[config.mk]
export PLATFORM = sky130hd
export DESIGN_NAME = lcb_coef_bank
export DESIGN_NICKNAME = d
export VERILOG_FILES = /design/src/lcb_pkg.sv /design/src/lcb_coef_word.sv /design/src/lcb_addr_decode.sv /design/src/lcb_coef_bank.sv
export SDC_FILE = /design/constraint.sdc
export NUM_CORES = 2
export LEC_CHECK = 0
export ABC_CLOCK_PERIOD_IN_PS = 51600
export BUFFER_PORTS_ARGS = -buffer_cell sky130_fd_sc_hd__buf_2
export CORE_AREA = 2 2 617 619
export CTS_CLUSTER_SIZE = 16
export DETAILED_ROUTE_END_ITERATION = 10
export DIE_AREA = 0 0 619 621
export PLACE_DENSITY = 0.38
export SLEW_MARGIN = 5
export SYNTH_ARGS = -nofsm -noshare
export SYNTH_HDL_FRONTEND = slang
export SYNTH_SLANG_ARGS = --single-unit
[constraint.sdc]
create_clock -name ref_clk -period 51.6 [get_ports ref_clk]
set_clock_uncertainty 0.05 [all_clocks]
set_input_delay 5.16 -clock ref_clk [delete_from_list [all_inputs] [get_ports ref_clk]]
set_output_delay 5.16 -clock ref_clk [all_outputs]
set_load 0.02 [all_outputs]
[src/lcb_pkg.sv]
`default_nettype none
package lcb_pkg;
	// word and address widths of the serial register access
	localparam int LCB_DW = 16;
	localparam int LCB_AW = 7;
	localparam int LCB_NREG = 48;
	localparam int LCB_IW = 6;

	// reset values per register class
	localparam logic [15:0] LCB_GAIN_RESET = 16'hFFFF;
	localparam logic [15:0] LCB_OFFSET_RESET = 16'h8000;
	localparam logic [15:0] LCB_CTRL_RESET = 16'h0000;
	// fixed answer for reserved reads; repeatable, carries no meaning
	localparam logic [15:0] LCB_RSVD_READ = 16'h0000;

	// channel_select encodings
	localparam logic [1:0] LCB_CH_NONE = 2'h0;
	localparam logic [1:0] LCB_CH_0 = 2'h1;
	localparam logic [1:0] LCB_CH_1 = 2'h2;
	localparam logic [1:0] LCB_CH_BOTH = 2'h3;

	typedef enum logic [1:0] {LCB_CTRL, LCB_GAIN, LCB_OFFS} lcb_kind_t;

	typedef struct packed {
		logic [6:0] addr;
		lcb_kind_t kind;
		logic ch0_only;
	} lcb_entry_t;

	// one register access as issued by the serial host side
	typedef struct packed {
		logic wr_en;
		logic rd_en;
		logic [1:0] channel_select;
		logic [6:0] register_address;
		logic [15:0] wr_data;
	} lcb_req_t;

	// address map: register address, class, channel-0-only flag
	localparam lcb_entry_t LCB_MAP [LCB_NREG] = '{
		'{7'h11, LCB_CTRL, 1'b0}, '{7'h12, LCB_CTRL, 1'b1},
		'{7'h34, LCB_OFFS, 1'b0}, '{7'h35, LCB_OFFS, 1'b0}, '{7'h36, LCB_OFFS, 1'b0},
		'{7'h37, LCB_OFFS, 1'b0}, '{7'h38, LCB_OFFS, 1'b0}, '{7'h39, LCB_OFFS, 1'b0},
		'{7'h3A, LCB_OFFS, 1'b0}, '{7'h3B, LCB_OFFS, 1'b1}, '{7'h3C, LCB_OFFS, 1'b1},
		'{7'h3D, LCB_OFFS, 1'b1}, '{7'h3E, LCB_OFFS, 1'b1},
		'{7'h41, LCB_GAIN, 1'b1}, '{7'h42, LCB_GAIN, 1'b0}, '{7'h43, LCB_GAIN, 1'b1},
		'{7'h44, LCB_GAIN, 1'b1}, '{7'h45, LCB_GAIN, 1'b0}, '{7'h46, LCB_GAIN, 1'b0},
		'{7'h47, LCB_GAIN, 1'b0}, '{7'h48, LCB_GAIN, 1'b0}, '{7'h49, LCB_GAIN, 1'b0},
		'{7'h4B, LCB_GAIN, 1'b1}, '{7'h4C, LCB_GAIN, 1'b0}, '{7'h4D, LCB_GAIN, 1'b0},
		'{7'h4E, LCB_GAIN, 1'b0}, '{7'h4F, LCB_GAIN, 1'b0}, '{7'h50, LCB_GAIN, 1'b0},
		'{7'h51, LCB_GAIN, 1'b0}, '{7'h52, LCB_GAIN, 1'b0}, '{7'h53, LCB_GAIN, 1'b0},
		'{7'h54, LCB_GAIN, 1'b0}, '{7'h55, LCB_GAIN, 1'b0}, '{7'h56, LCB_GAIN, 1'b0},
		'{7'h57, LCB_GAIN, 1'b0}, '{7'h58, LCB_GAIN, 1'b0},
		'{7'h59, LCB_OFFS, 1'b1}, '{7'h5A, LCB_OFFS, 1'b0}, '{7'h5B, LCB_OFFS, 1'b1},
		'{7'h5C, LCB_OFFS, 1'b1}, '{7'h5D, LCB_OFFS, 1'b0}, '{7'h5E, LCB_OFFS, 1'b0},
		'{7'h63, LCB_OFFS, 1'b1}, '{7'h64, LCB_OFFS, 1'b0}, '{7'h65, LCB_OFFS, 1'b0},
		'{7'h6A, LCB_OFFS, 1'b0}, '{7'h6B, LCB_OFFS, 1'b0}, '{7'h6C, LCB_OFFS, 1'b0}
	};

	// reset value of a register class
	function automatic logic [15:0] lcb_reset_of(input lcb_kind_t kind);
		unique case (kind)
			LCB_GAIN: return LCB_GAIN_RESET;
			LCB_OFFS: return LCB_OFFSET_RESET;
			default: return LCB_CTRL_RESET;
		endcase
	endfunction : lcb_reset_of
endpackage : lcb_pkg
`default_nettype wire

[src/lcb_coef_word.sv]
`default_nettype none
module lcb_coef_word
	import lcb_pkg::*;
#(
	parameter logic [15:0] RESET_VAL = LCB_CTRL_RESET
) (
	input wire logic ref_clk,
	input wire logic rst,
	input wire logic wr_en,
	input wire logic [15:0] wr_data,
	output logic [15:0] q_ff
);
	// one stored coefficient word; reserved bits do not exist here
	always_ff @(posedge ref_clk or posedge rst) begin
		if (rst) begin
			q_ff <= RESET_VAL;
		end else if (wr_en) begin
			q_ff <= wr_data;
		end
	end
endmodule : lcb_coef_word
`default_nettype wire

[src/lcb_addr_decode.sv]
`default_nettype none
module lcb_addr_decode
	import lcb_pkg::*;
(
	input wire logic [6:0] register_address,
	output logic hit,
	output logic [5:0] idx,
	output logic ch0_only
);
	logic [LCB_NREG-1:0] match;

	// one comparator per map entry
	for (genvar g = 0; g < LCB_NREG; g++) begin : g_match
		assign match[g] = (register_address == LCB_MAP[g].addr);
	end

	// encode the single match; addresses in the map are unique
	always_comb begin
		hit = 1'b0;
		idx = 6'h00;
		ch0_only = 1'b0;
		for (int i = 0; i < LCB_NREG; i++) begin
			if (match[i]) begin
				hit = 1'b1;
				idx = 6'(i);
				ch0_only = LCB_MAP[i].ch0_only;
			end
		end
	end
endmodule : lcb_addr_decode
`default_nettype wire

[src/lcb_coef_bank.sv]
`default_nettype none
// Summary of operation
// - each per-channel register has one copy per channel, chosen by channel_select.
// - every gain coefficient register resets to all ones.
// - every offset coefficient register resets to 0x8000.
// - force-current ranges A to E own gains 0x54-0x58, one shared offset 0x6C.
// - measure-current levels share one offset each: high 0x5E, low 0x65.
// - writes to reserved bits or addresses change nothing.
// - reserved reads return a fixed meaningless value.
// - a channel-1-only write to a channel-0-only register is ignored.
// - a both-channel write to a channel-0-only register updates channel 0 only.
// - offsets at 0x59, 0x5B, 0x5C, 0x63 exist on channel 0 only.
module lcb_coef_bank
	import lcb_pkg::*;
(
	input wire logic ref_clk,
	input wire logic rst,
	input wire lcb_req_t req,
	output logic [15:0] rd_data_ff,
	output logic rd_valid_ff,
	output logic [LCB_NREG-1:0][15:0] coef_ch0,
	output logic [LCB_NREG-1:0][15:0] coef_ch1
);
	logic dec_hit;
	logic [5:0] dec_idx;
	logic dec_ch0_only;
	logic wr_ch0;
	logic wr_ch1;
	logic [15:0] nxt_rd_data;

	lcb_addr_decode u_decode (
		.register_address(req.register_address),
		.hit(dec_hit),
		.idx(dec_idx),
		.ch0_only(dec_ch0_only)
	);

	// unmapped addresses never enable a write
	assign wr_ch0 = req.wr_en & dec_hit & req.channel_select[0];
	// channel 1 strobe is dropped where no channel 1 copy exists
	assign wr_ch1 = req.wr_en & dec_hit & req.channel_select[1] & ~dec_ch0_only;

	// storage: channel 0 always, channel 1 only where it is defined
	for (genvar g = 0; g < LCB_NREG; g++) begin : g_word
		lcb_coef_word #(
			.RESET_VAL(lcb_reset_of(LCB_MAP[g].kind))
		) u_ch0 (
			.ref_clk(ref_clk),
			.rst(rst),
			.wr_en(wr_ch0 && (dec_idx == 6'(g))),
			.wr_data(req.wr_data),
			.q_ff(coef_ch0[g])
		);
		if (LCB_MAP[g].ch0_only) begin : g_no_ch1
			// no channel 1 storage, its data is discarded
			assign coef_ch1[g] = LCB_RSVD_READ;
		end else begin : g_ch1
			lcb_coef_word #(
				.RESET_VAL(lcb_reset_of(LCB_MAP[g].kind))
			) u_ch1 (
				.ref_clk(ref_clk),
				.rst(rst),
				.wr_en(wr_ch1 && (dec_idx == 6'(g))),
				.wr_data(req.wr_data),
				.q_ff(coef_ch1[g])
			);
		end
	end

	// read select; a read sharing a cycle with a write sees the old word
	always_comb begin
		nxt_rd_data = LCB_RSVD_READ;
		if (dec_hit) begin
			if (req.channel_select[0]) begin
				// both channels selected reads channel 0, the only copy always present
				nxt_rd_data = coef_ch0[dec_idx];
			end else if (req.channel_select[1] && !dec_ch0_only) begin
				nxt_rd_data = coef_ch1[dec_idx];
			end
		end
	end

	// read data register, fixed value for anything reserved
	always_ff @(posedge ref_clk or posedge rst) begin
		if (rst) begin
			rd_data_ff <= LCB_RSVD_READ;
		end else if (req.rd_en) begin
			rd_data_ff <= nxt_rd_data;
		end
	end

	// read answer strobe, one cycle per accepted read
	always_ff @(posedge ref_clk or posedge rst) begin
		if (rst) begin
			rd_valid_ff <= 1'b0;
		end else begin
			rd_valid_ff <= req.rd_en;
		end
	end

	// ------------------------------------------------------------------
	// checking helpers: the previous request, and words not yet written
	// ------------------------------------------------------------------
	logic h_wr_ff;
	logic h_rd_ff;
	logic h_hit_ff;
	logic h_c0o_ff;
	logic [1:0] h_ch_ff;
	logic [5:0] h_idx_ff;
	logic [15:0] h_data_ff;
	logic [15:0] h_old0_ff;
	logic [15:0] h_old1_ff;
	logic [LCB_NREG-1:0] touched0_ff;
	logic [LCB_NREG-1:0] touched1_ff;

	// capture of the last request and the words it addressed
	always_ff @(posedge ref_clk or posedge rst) begin
		if (rst) begin
			h_wr_ff <= 1'b0;
			h_rd_ff <= 1'b0;
			h_hit_ff <= 1'b0;
			h_c0o_ff <= 1'b0;
			h_ch_ff <= LCB_CH_NONE;
			h_idx_ff <= 6'h00;
			h_data_ff <= 16'h0000;
			h_old0_ff <= 16'h0000;
			h_old1_ff <= 16'h0000;
		end else begin
			h_wr_ff <= req.wr_en;
			h_rd_ff <= req.rd_en;
			h_hit_ff <= dec_hit;
			h_c0o_ff <= dec_ch0_only;
			h_ch_ff <= req.channel_select;
			h_idx_ff <= dec_idx;
			h_data_ff <= req.wr_data;
			h_old0_ff <= coef_ch0[dec_idx];
			h_old1_ff <= coef_ch1[dec_idx];
		end
	end

	// words that have taken a write since reset
	always_ff @(posedge ref_clk or posedge rst) begin
		if (rst) begin
			touched0_ff <= '0;
			touched1_ff <= '0;
		end else begin
			if (wr_ch0) begin
				touched0_ff[dec_idx] <= 1'b1;
			end
			if (wr_ch1) begin
				touched1_ff[dec_idx] <= 1'b1;
			end
		end
	end

	// reset values hold until the first write of each gain and offset word and each channel 1 copy
	for (genvar g = 0; g < LCB_NREG; g++) begin : g_chk
		if (LCB_MAP[g].kind == LCB_GAIN) begin : g_gain

		end
		if (LCB_MAP[g].kind == LCB_OFFS) begin : g_offs

		end
		if (!LCB_MAP[g].ch0_only) begin : g_c1

		end
	end
endmodule : lcb_coef_bank
`default_nettype wire

* Yosys cells after proc, flatten, opt, wreduce, memory -nomap -nowiden
Index checks and enable logic that the tools add are counted.
** Word-level totals
- Output and inout port bits :: 1553
- Bits in registers :: 1345
- Input port bits :: 29
** Cells by class
- Reductions and logical operators :: 86
- Bitwise logic cells :: 5
- Mux-type cells :: 149
- Magnitude comparators :: 1
- Equality and inequality tests :: 95
** Operators with widths (count)
- equality test 7 bit (second input constant) :: 35
- binary-select mux 16 bit (select 6 bit) :: 2
- equality test 6 x 5 -> 1 bit (second input constant) :: 16
- equality test 6 bit (second input constant) :: 16
- two-way mux 1 bit :: 96
- two-way mux 6 bit :: 16
- logical AND 1 bit :: 84
- two-way mux 16 bit :: 5
- two-way mux 5 bit :: 16
- equality test 7 x 6 -> 1 bit (second input constant) :: 11
- equality test 6 x 4 -> 1 bit (second input constant) :: 8
- two-way mux 4 bit :: 8
- equality test 6 x 3 -> 1 bit (second input constant) :: 4
- equality test 7 x 5 -> 1 bit (second input constant) :: 2
- equality test 6 x 2 -> 1 bit (second input constant) :: 2
- two-way mux 3 bit :: 4
- less-than comparator 6 x 7 -> 1 bit (second input constant) :: 1
- equality test 6 x 1 -> 1 bit (second input constant) :: 1
- logical NOT 6 bit :: 1
- bitwise AND 1 bit :: 4
- two-way mux 2 bit :: 2
- logical NOT 1 bit :: 1
- NOT 1 bit :: 1

* Longest topological paths before layout
- Depth after elaboration :: 53
- Gate-level depth with buffers :: 18

* Modules after synthesis
Synthesis repeated with hierarchy kept, for this count alone.
** Unflattened totals
- Cells, all modules :: 4479
- Area total of the unflattened synthesis :: 69844.5 sq um
** Modules (own cells, without submodules)
- lcb_coef_word (g_word[13].u_ch0 ...) :: area each 673.1 sq um, sequential area each 420.4 sq um, times used 42, cells each 35
- lcb_coef_word (g_word[10].u_ch0 ...) :: area each 654.4 sq um, sequential area each 401.6 sq um, times used 38, cells each 35
- lcb_coef_bank :: area each 13775.7 sq um, sequential area each 425.4 sq um, times used 1, cells each 1418
- lcb_coef_word (g_word[0].g_ch1.u_ch1 ...) :: area each 653.1 sq um, sequential area each 400.4 sq um, times used 3, cells each 35
- lcb_addr_decode :: area each 970.9 sq um, sequential area each 0.0 sq um, times used 1, cells each 156

* Worst setup path after synthesis
Ideal clock, no wire load.
- Kind :: input-to-reg
- Start point :: input port req[17] (netlist name)
- End point :: register g_word[12].u_ch0.q_ff[0]
- Arrival time :: 7872 ps
- Cell stages on the path :: 14
- Library setup time :: 125 ps
- Path slack :: 43553 ps
- Path through :: buf_2 > buf_6 > buf_6 > buf_2 > nand3b_1 > a21oi_1 > nor4_1 > o211a_2 > and3_1 > buf_2 > nand2_2 > nor2_1 > buf_2 > mux2_2
** Between the ends
- Longest elaborated chain between the ends :: 52
** RTL lines
- start, declared :: line lcb_coef_bank.sv:18 : input wire lcb_req_t req,
- equality test 7 x 5 -> 1 bit :: line lcb_addr_decode.sv:14 : assign match[g] = (register_address == LCB_MAP[g].addr);
- two-way mux 1 bit (48 in a row) :: line lcb_addr_decode.sv:23 : if (match[i]) begin
- bitwise AND 1 bit (2 in a row) :: line lcb_coef_bank.sv:39 : assign wr_ch0 = req.wr_en & dec_hit & req.channel_select[0];
- logical AND 1 bit (*) :: line lcb_coef_bank.sv:50 : .wr_en(wr_ch0 && (dec_idx == 6'(g))),
- end signal, assigned :: line lcb_coef_word.sv:18 : q_ff <= wr_data;
- end, declared :: line lcb_coef_word.sv:11 : output logic [15:0] q_ff
Mark *: on every way between the ends. The rest lies on a longest branch, timed or not.
A chain may end at the register's enable or synchronous reset.

* Final worst setup path
- Start point :: input port req[18] (netlist name)
- End point :: register rd_data_ff[3]
** Between the ends
- Longest elaborated chain between the ends :: 53
** RTL lines
- equality test 7 x 5 -> 1 bit :: line lcb_addr_decode.sv:14
- two-way mux 1 bit :: line lcb_addr_decode.sv:23
- two-way mux 2 bit / two-way mux 1 bit (equally long branches) (2 in a row) :: line lcb_addr_decode.sv:23
- two-way mux 3 bit / two-way mux 1 bit (equally long branches) (4 in a row) :: line lcb_addr_decode.sv:23
- two-way mux 4 bit / two-way mux 1 bit (equally long branches) (8 in a row) :: line lcb_addr_decode.sv:23
- two-way mux 5 bit / two-way mux 1 bit (equally long branches) (16 in a row) :: line lcb_addr_decode.sv:23
- two-way mux 6 bit / two-way mux 1 bit (equally long branches) (16 in a row) :: line lcb_addr_decode.sv:23
- binary-select mux 16 bit (select 6 bit) / logical NOT 1 bit (equally long branches)
- two-way mux 16 bit / logical AND 1 bit (equally long branches)
- two-way mux 16 bit :: line lcb_coef_bank.sv:77 : end else if (req.channel_select[1] && !dec_ch0_only) begin
- two-way mux 16 bit :: line lcb_coef_bank.sv:74 : if (req.channel_select[0]) begin
- two-way mux 16 bit (*) :: line lcb_coef_bank.sv:73 : if (dec_hit) begin
- end signal, assigned :: line lcb_coef_bank.sv:88 : rd_data_ff <= nxt_rd_data;
- end, declared :: line lcb_coef_bank.sv:19 : output logic [15:0] rd_data_ff,
Mark *: on every way between the ends. The rest lies on a longest branch, timed or not. The select of a mux whose other input is x is not followed.

==> impl_results.md <==
* Worst-path clk slew at 0.07 ns
* Commonest non-fill, non-tap cell in the layout: buf_2
* Crit path launch: req[18]
* Starting Density at between 10% and 20%
* CP Capture Point: rd_data_ff[3]
* Post-synth top area share at 28.1%
* Worst Reg-to-Reg Cells at 7
* Startpoint of the worst register-to-register path: g_word[0].u_ch0.q_ff[11]
* Top cells by area, synth: dfstp_2, dfrtp_1, mux2_2
* GRT Total Usage at between 20% and 30%
* Final hold violation count at 0
* Post-DP HPWL at roughly 360000 um
* Final worst path period need at around 11 ns
* Period utilisation layout at roughly 22%
* Sw Ratio at between 30% and 40%
* Latest clock arrival within the worst-skew pair at around 0.89 ns
* Synth warn at 0
* Combinational power share at between 20% and 30%
* HP Class: register to register
* Mapped Area at ~0.066 mm^2
* Clock share of power at between 40% and 50%
* Largest net degree at the start of global routing at 135
* Average size of a mapped cell at 11.4 um^2
* Final setup TNS at 0 ns
* Netlist cell types at 88
* DR vias at 57000
* P_leak at approximately 40 nW
* CTS Sinks at 1345
* Post-CTS setup buffer count at 0
* Critical path peak fanout at 50
* Post-synth EDFFs at 0
* Hold Buf Count CTS at 0
* H-tree depth at 4
* Arr. time, crit path at approximately 12 ns
* CP Data Required Time at 52.34 ns
* Crit-path max cell delay at 1.03 ns
* Number of global-route vias before repair at approximately 57000
* Ratio of cells with drive above 1 in the final layout at about 53%
* Crit path depth at 16
* Post-Syn Instances at 5800
* Die Wd at about 620 um
* Final ANT Viol Nets at 0
* Sw power at approximately 1.1 mW
* CTS root buf: clkbuf_16
* Fin util at 22.5%
* IO Count at ~1600
* Part of the power in registers at 38.0%
* Max Cap Viol at 0
* I/O Buffers at approximately 1400
* Synth area leader: dfstp_2
* RSZ-0062 raised after global routing: false
* Final wirelength at between 400000 and 500000 um
* Prevailing post-synth register cell: dfstp_2
* Height of the die at ~620 um
* Global-route wire length before repair at approximately 630000 um
* Outcome: complete, no violations
* Register bit total from synthesis at 1345
* Worst setup path class: input pin to register
* Startpoint types: input pin
* Std-Cell Rows at 226
* TritonCTS clock tree: built
* CORE AREA at ~0.38 mm^2
* Area Growth Syn to Fin at 28.1%
* WL per Instance at 40.1 um
* Crit path max-delay family: buffers and inverters
* FMAX at between 0.08 and 0.09 GHz
* Final net count at around 7100
* Power density over the cells at about 37 mW/mm^2
* # fillers at 41000
* CP dominant cell by count: buf_4
* Reg-to-reg setup timing slack at around 48 ns
* Vias per Instance at ~4.6
* Antenna violations before repair at 75
* Async S/R FF share, synth at 100%
* Slew Limit Fails at 0
* Gr ovfl total at 0
* Proportion of synthesized chip area in sequential cells at 52.1%
* Clk buf depth at 4
* DR iter-0 viols at around 5000
* Crit end category: register
* # DRC at 0
* # setup viols final at 0
* Drt pass-1 iters at 5
* RR Endpoint: rd_data_ff[11]
* Cell Chain, Critical Path: buf_2 > nand2_2 > or3_1 > a21oi_2 > nor3_4 > buf_4 > nand2_4 > buf_4 > buf_4 > buf_4 > a211oi_1 > a31oi_1 > o22ai_1 > o21ai_0 > nand3_1 > o221ai_1
* Placer Congestion at about 0.85
* Post-CTS Resized at 0
* Die area at about 0.38 mm^2
* Internal power at between 2 and 2.5 mW
* VDD IR max at between 0.02 and 0.025 mV
* WP buf/inv at 5
* CTS buffer count at 180
* Commonest non-fill, non-tap cells in the layout: buf_2, mux2_2, nand2_1, dfstp_2, dfrtp_1
* Slew headroom at 5.22%
* Slowest stage cell, crit path: a31oi_1
* Worst Tran Pin Value at between 1 and 1.5 ns
layer usage:
metal	vias up	share of wire, %	global-route usage, %
li1	22900	-	-
met1	30700	40	30.5
met2	2790	48	41.5
met3	622	6.7	5.04
met4	0	5.6	11.6
met5	-	0	0
area by class of cell:
type                            count  area (um^2)  area share [%]
Multi-Input combinational cell   3936        29300            34.5
Inverter                           12         52.6          0.0618
Timing Repair Buffer             1600         8780            10.3
Clock inverter                     61          604           0.711
Clock buffer                      269         5320            6.26
Tap cell                         5016         6280            7.39
Antenna cell                       36         90.1           0.106
Sequential cell                  1345        34500            40.7
power groups by stage:
stage	sequential, mW	combinational, mW	clock (mW)
after CTS	1.20	0.669	1.34
after detailed placement	1.21	0.668	0
final	1.20	0.653	1.31
after global placement	1.21	0.667	0
after global routing	1.21	0.679	1.38
after floorplan	1.27	0.237	0
sequential cells by signal, summed over array words and instances (netlist names):
signal / count
g_word.g_ch1.u_ch1.q_ff: 560
rd_data_ff: 16
rd_valid_ff: 1
g_word.u_ch0.q_ff: 768
through the flow:
step	power [mW]	area, um^2	std cells	hold WS, ns	worst slack [ns]
after floorplan	1.51	67100	6007	0.536	9.65
after global placement	1.88	78800	11900	0.441	39.30
after detailed placement	1.88	79000	11900	0.444	39.40
after CTS	3.21	84900	12200	0.457	40.38
after global routing	3.26	84900	12200	0.469	40.33
final	3.16	85000	12300	0.456	40.24
cell usage after synthesis (7+ instances only):
master     instances
mux2_2          1017
nand2_1          946
dfstp_2          710
dfrtp_1          635
mux2_1           311
nand3_1          259
buf_4            257
clkbuf_1         234
a21oi_1          189
buf_2            187
a31oi_1          131
a211oi_1         125
and3_1           120
nor2_2            67
o21ai_0           62
nor2_1            61
mux2i_1           48
o22ai_1           45
a32oi_1           29
nor3_1            27
nor4_1            26
buf_1             22
nand4_1           21
o221ai_1          18
buf_6             14
nand2_2           13
nand2b_1          12
nor3_2            12
o2bb2ai_1         12
o211ai_1          11
a2111oi_0         10
inv_1             10
nor2b_1           10
a32o_1             9
o2111ai_1          9
o31ai_1            9
nor2_4             7
cell families (layout without fill, tap and decap cells):
kind of cell | count (synthesis) | count (layout) | share of synthesized area (%)
compound gates | 722 | 722 | 7.20
xor+xnor | 2 | 2 | 0.0264
fa+ha+maj | 1 | 1 | 0.0170
buf+inv | 726 | 1942 | 6.07
flops | 1345 | 1345 | 52.1
mux | 1376 | 1376 | 23.3
other cells | 1 | 244 | 0.00565
simple gates | 1627 | 1627 | 11.4
worst min-delay path by stage:
stage / startpoint / to / slack, ns / cells after the start
final: g_word[44].u_ch0.q_ff[0] / g_word[44].u_ch0.q_ff[0] / 0.46 / 1
after global routing: rd_data_ff[11] / rd_data_ff[11] / 0.47 / 2
after CTS: rd_data_ff[11] / rd_data_ff[11] / 0.46 / 2
after detailed placement: rd_data_ff[11] / rd_data_ff[11] / 0.44 / 2
after global placement: g_word[44].u_ch0.q_ff[0] / g_word[44].u_ch0.q_ff[0] / 0.44 / 1
after floorplan: rd_data_ff[7] / rd_data_ff[7] / 0.54 / 2
worst reg2reg max path, delay by kind of cell (launching register included):
family,cells,cell delay [ns]
AO/OA/AOI/OAI,5,1.46
AND/OR/NAND/NOR,2,1.02
flip-flops,1,0.50
Power figures use the tool's default switching activity.
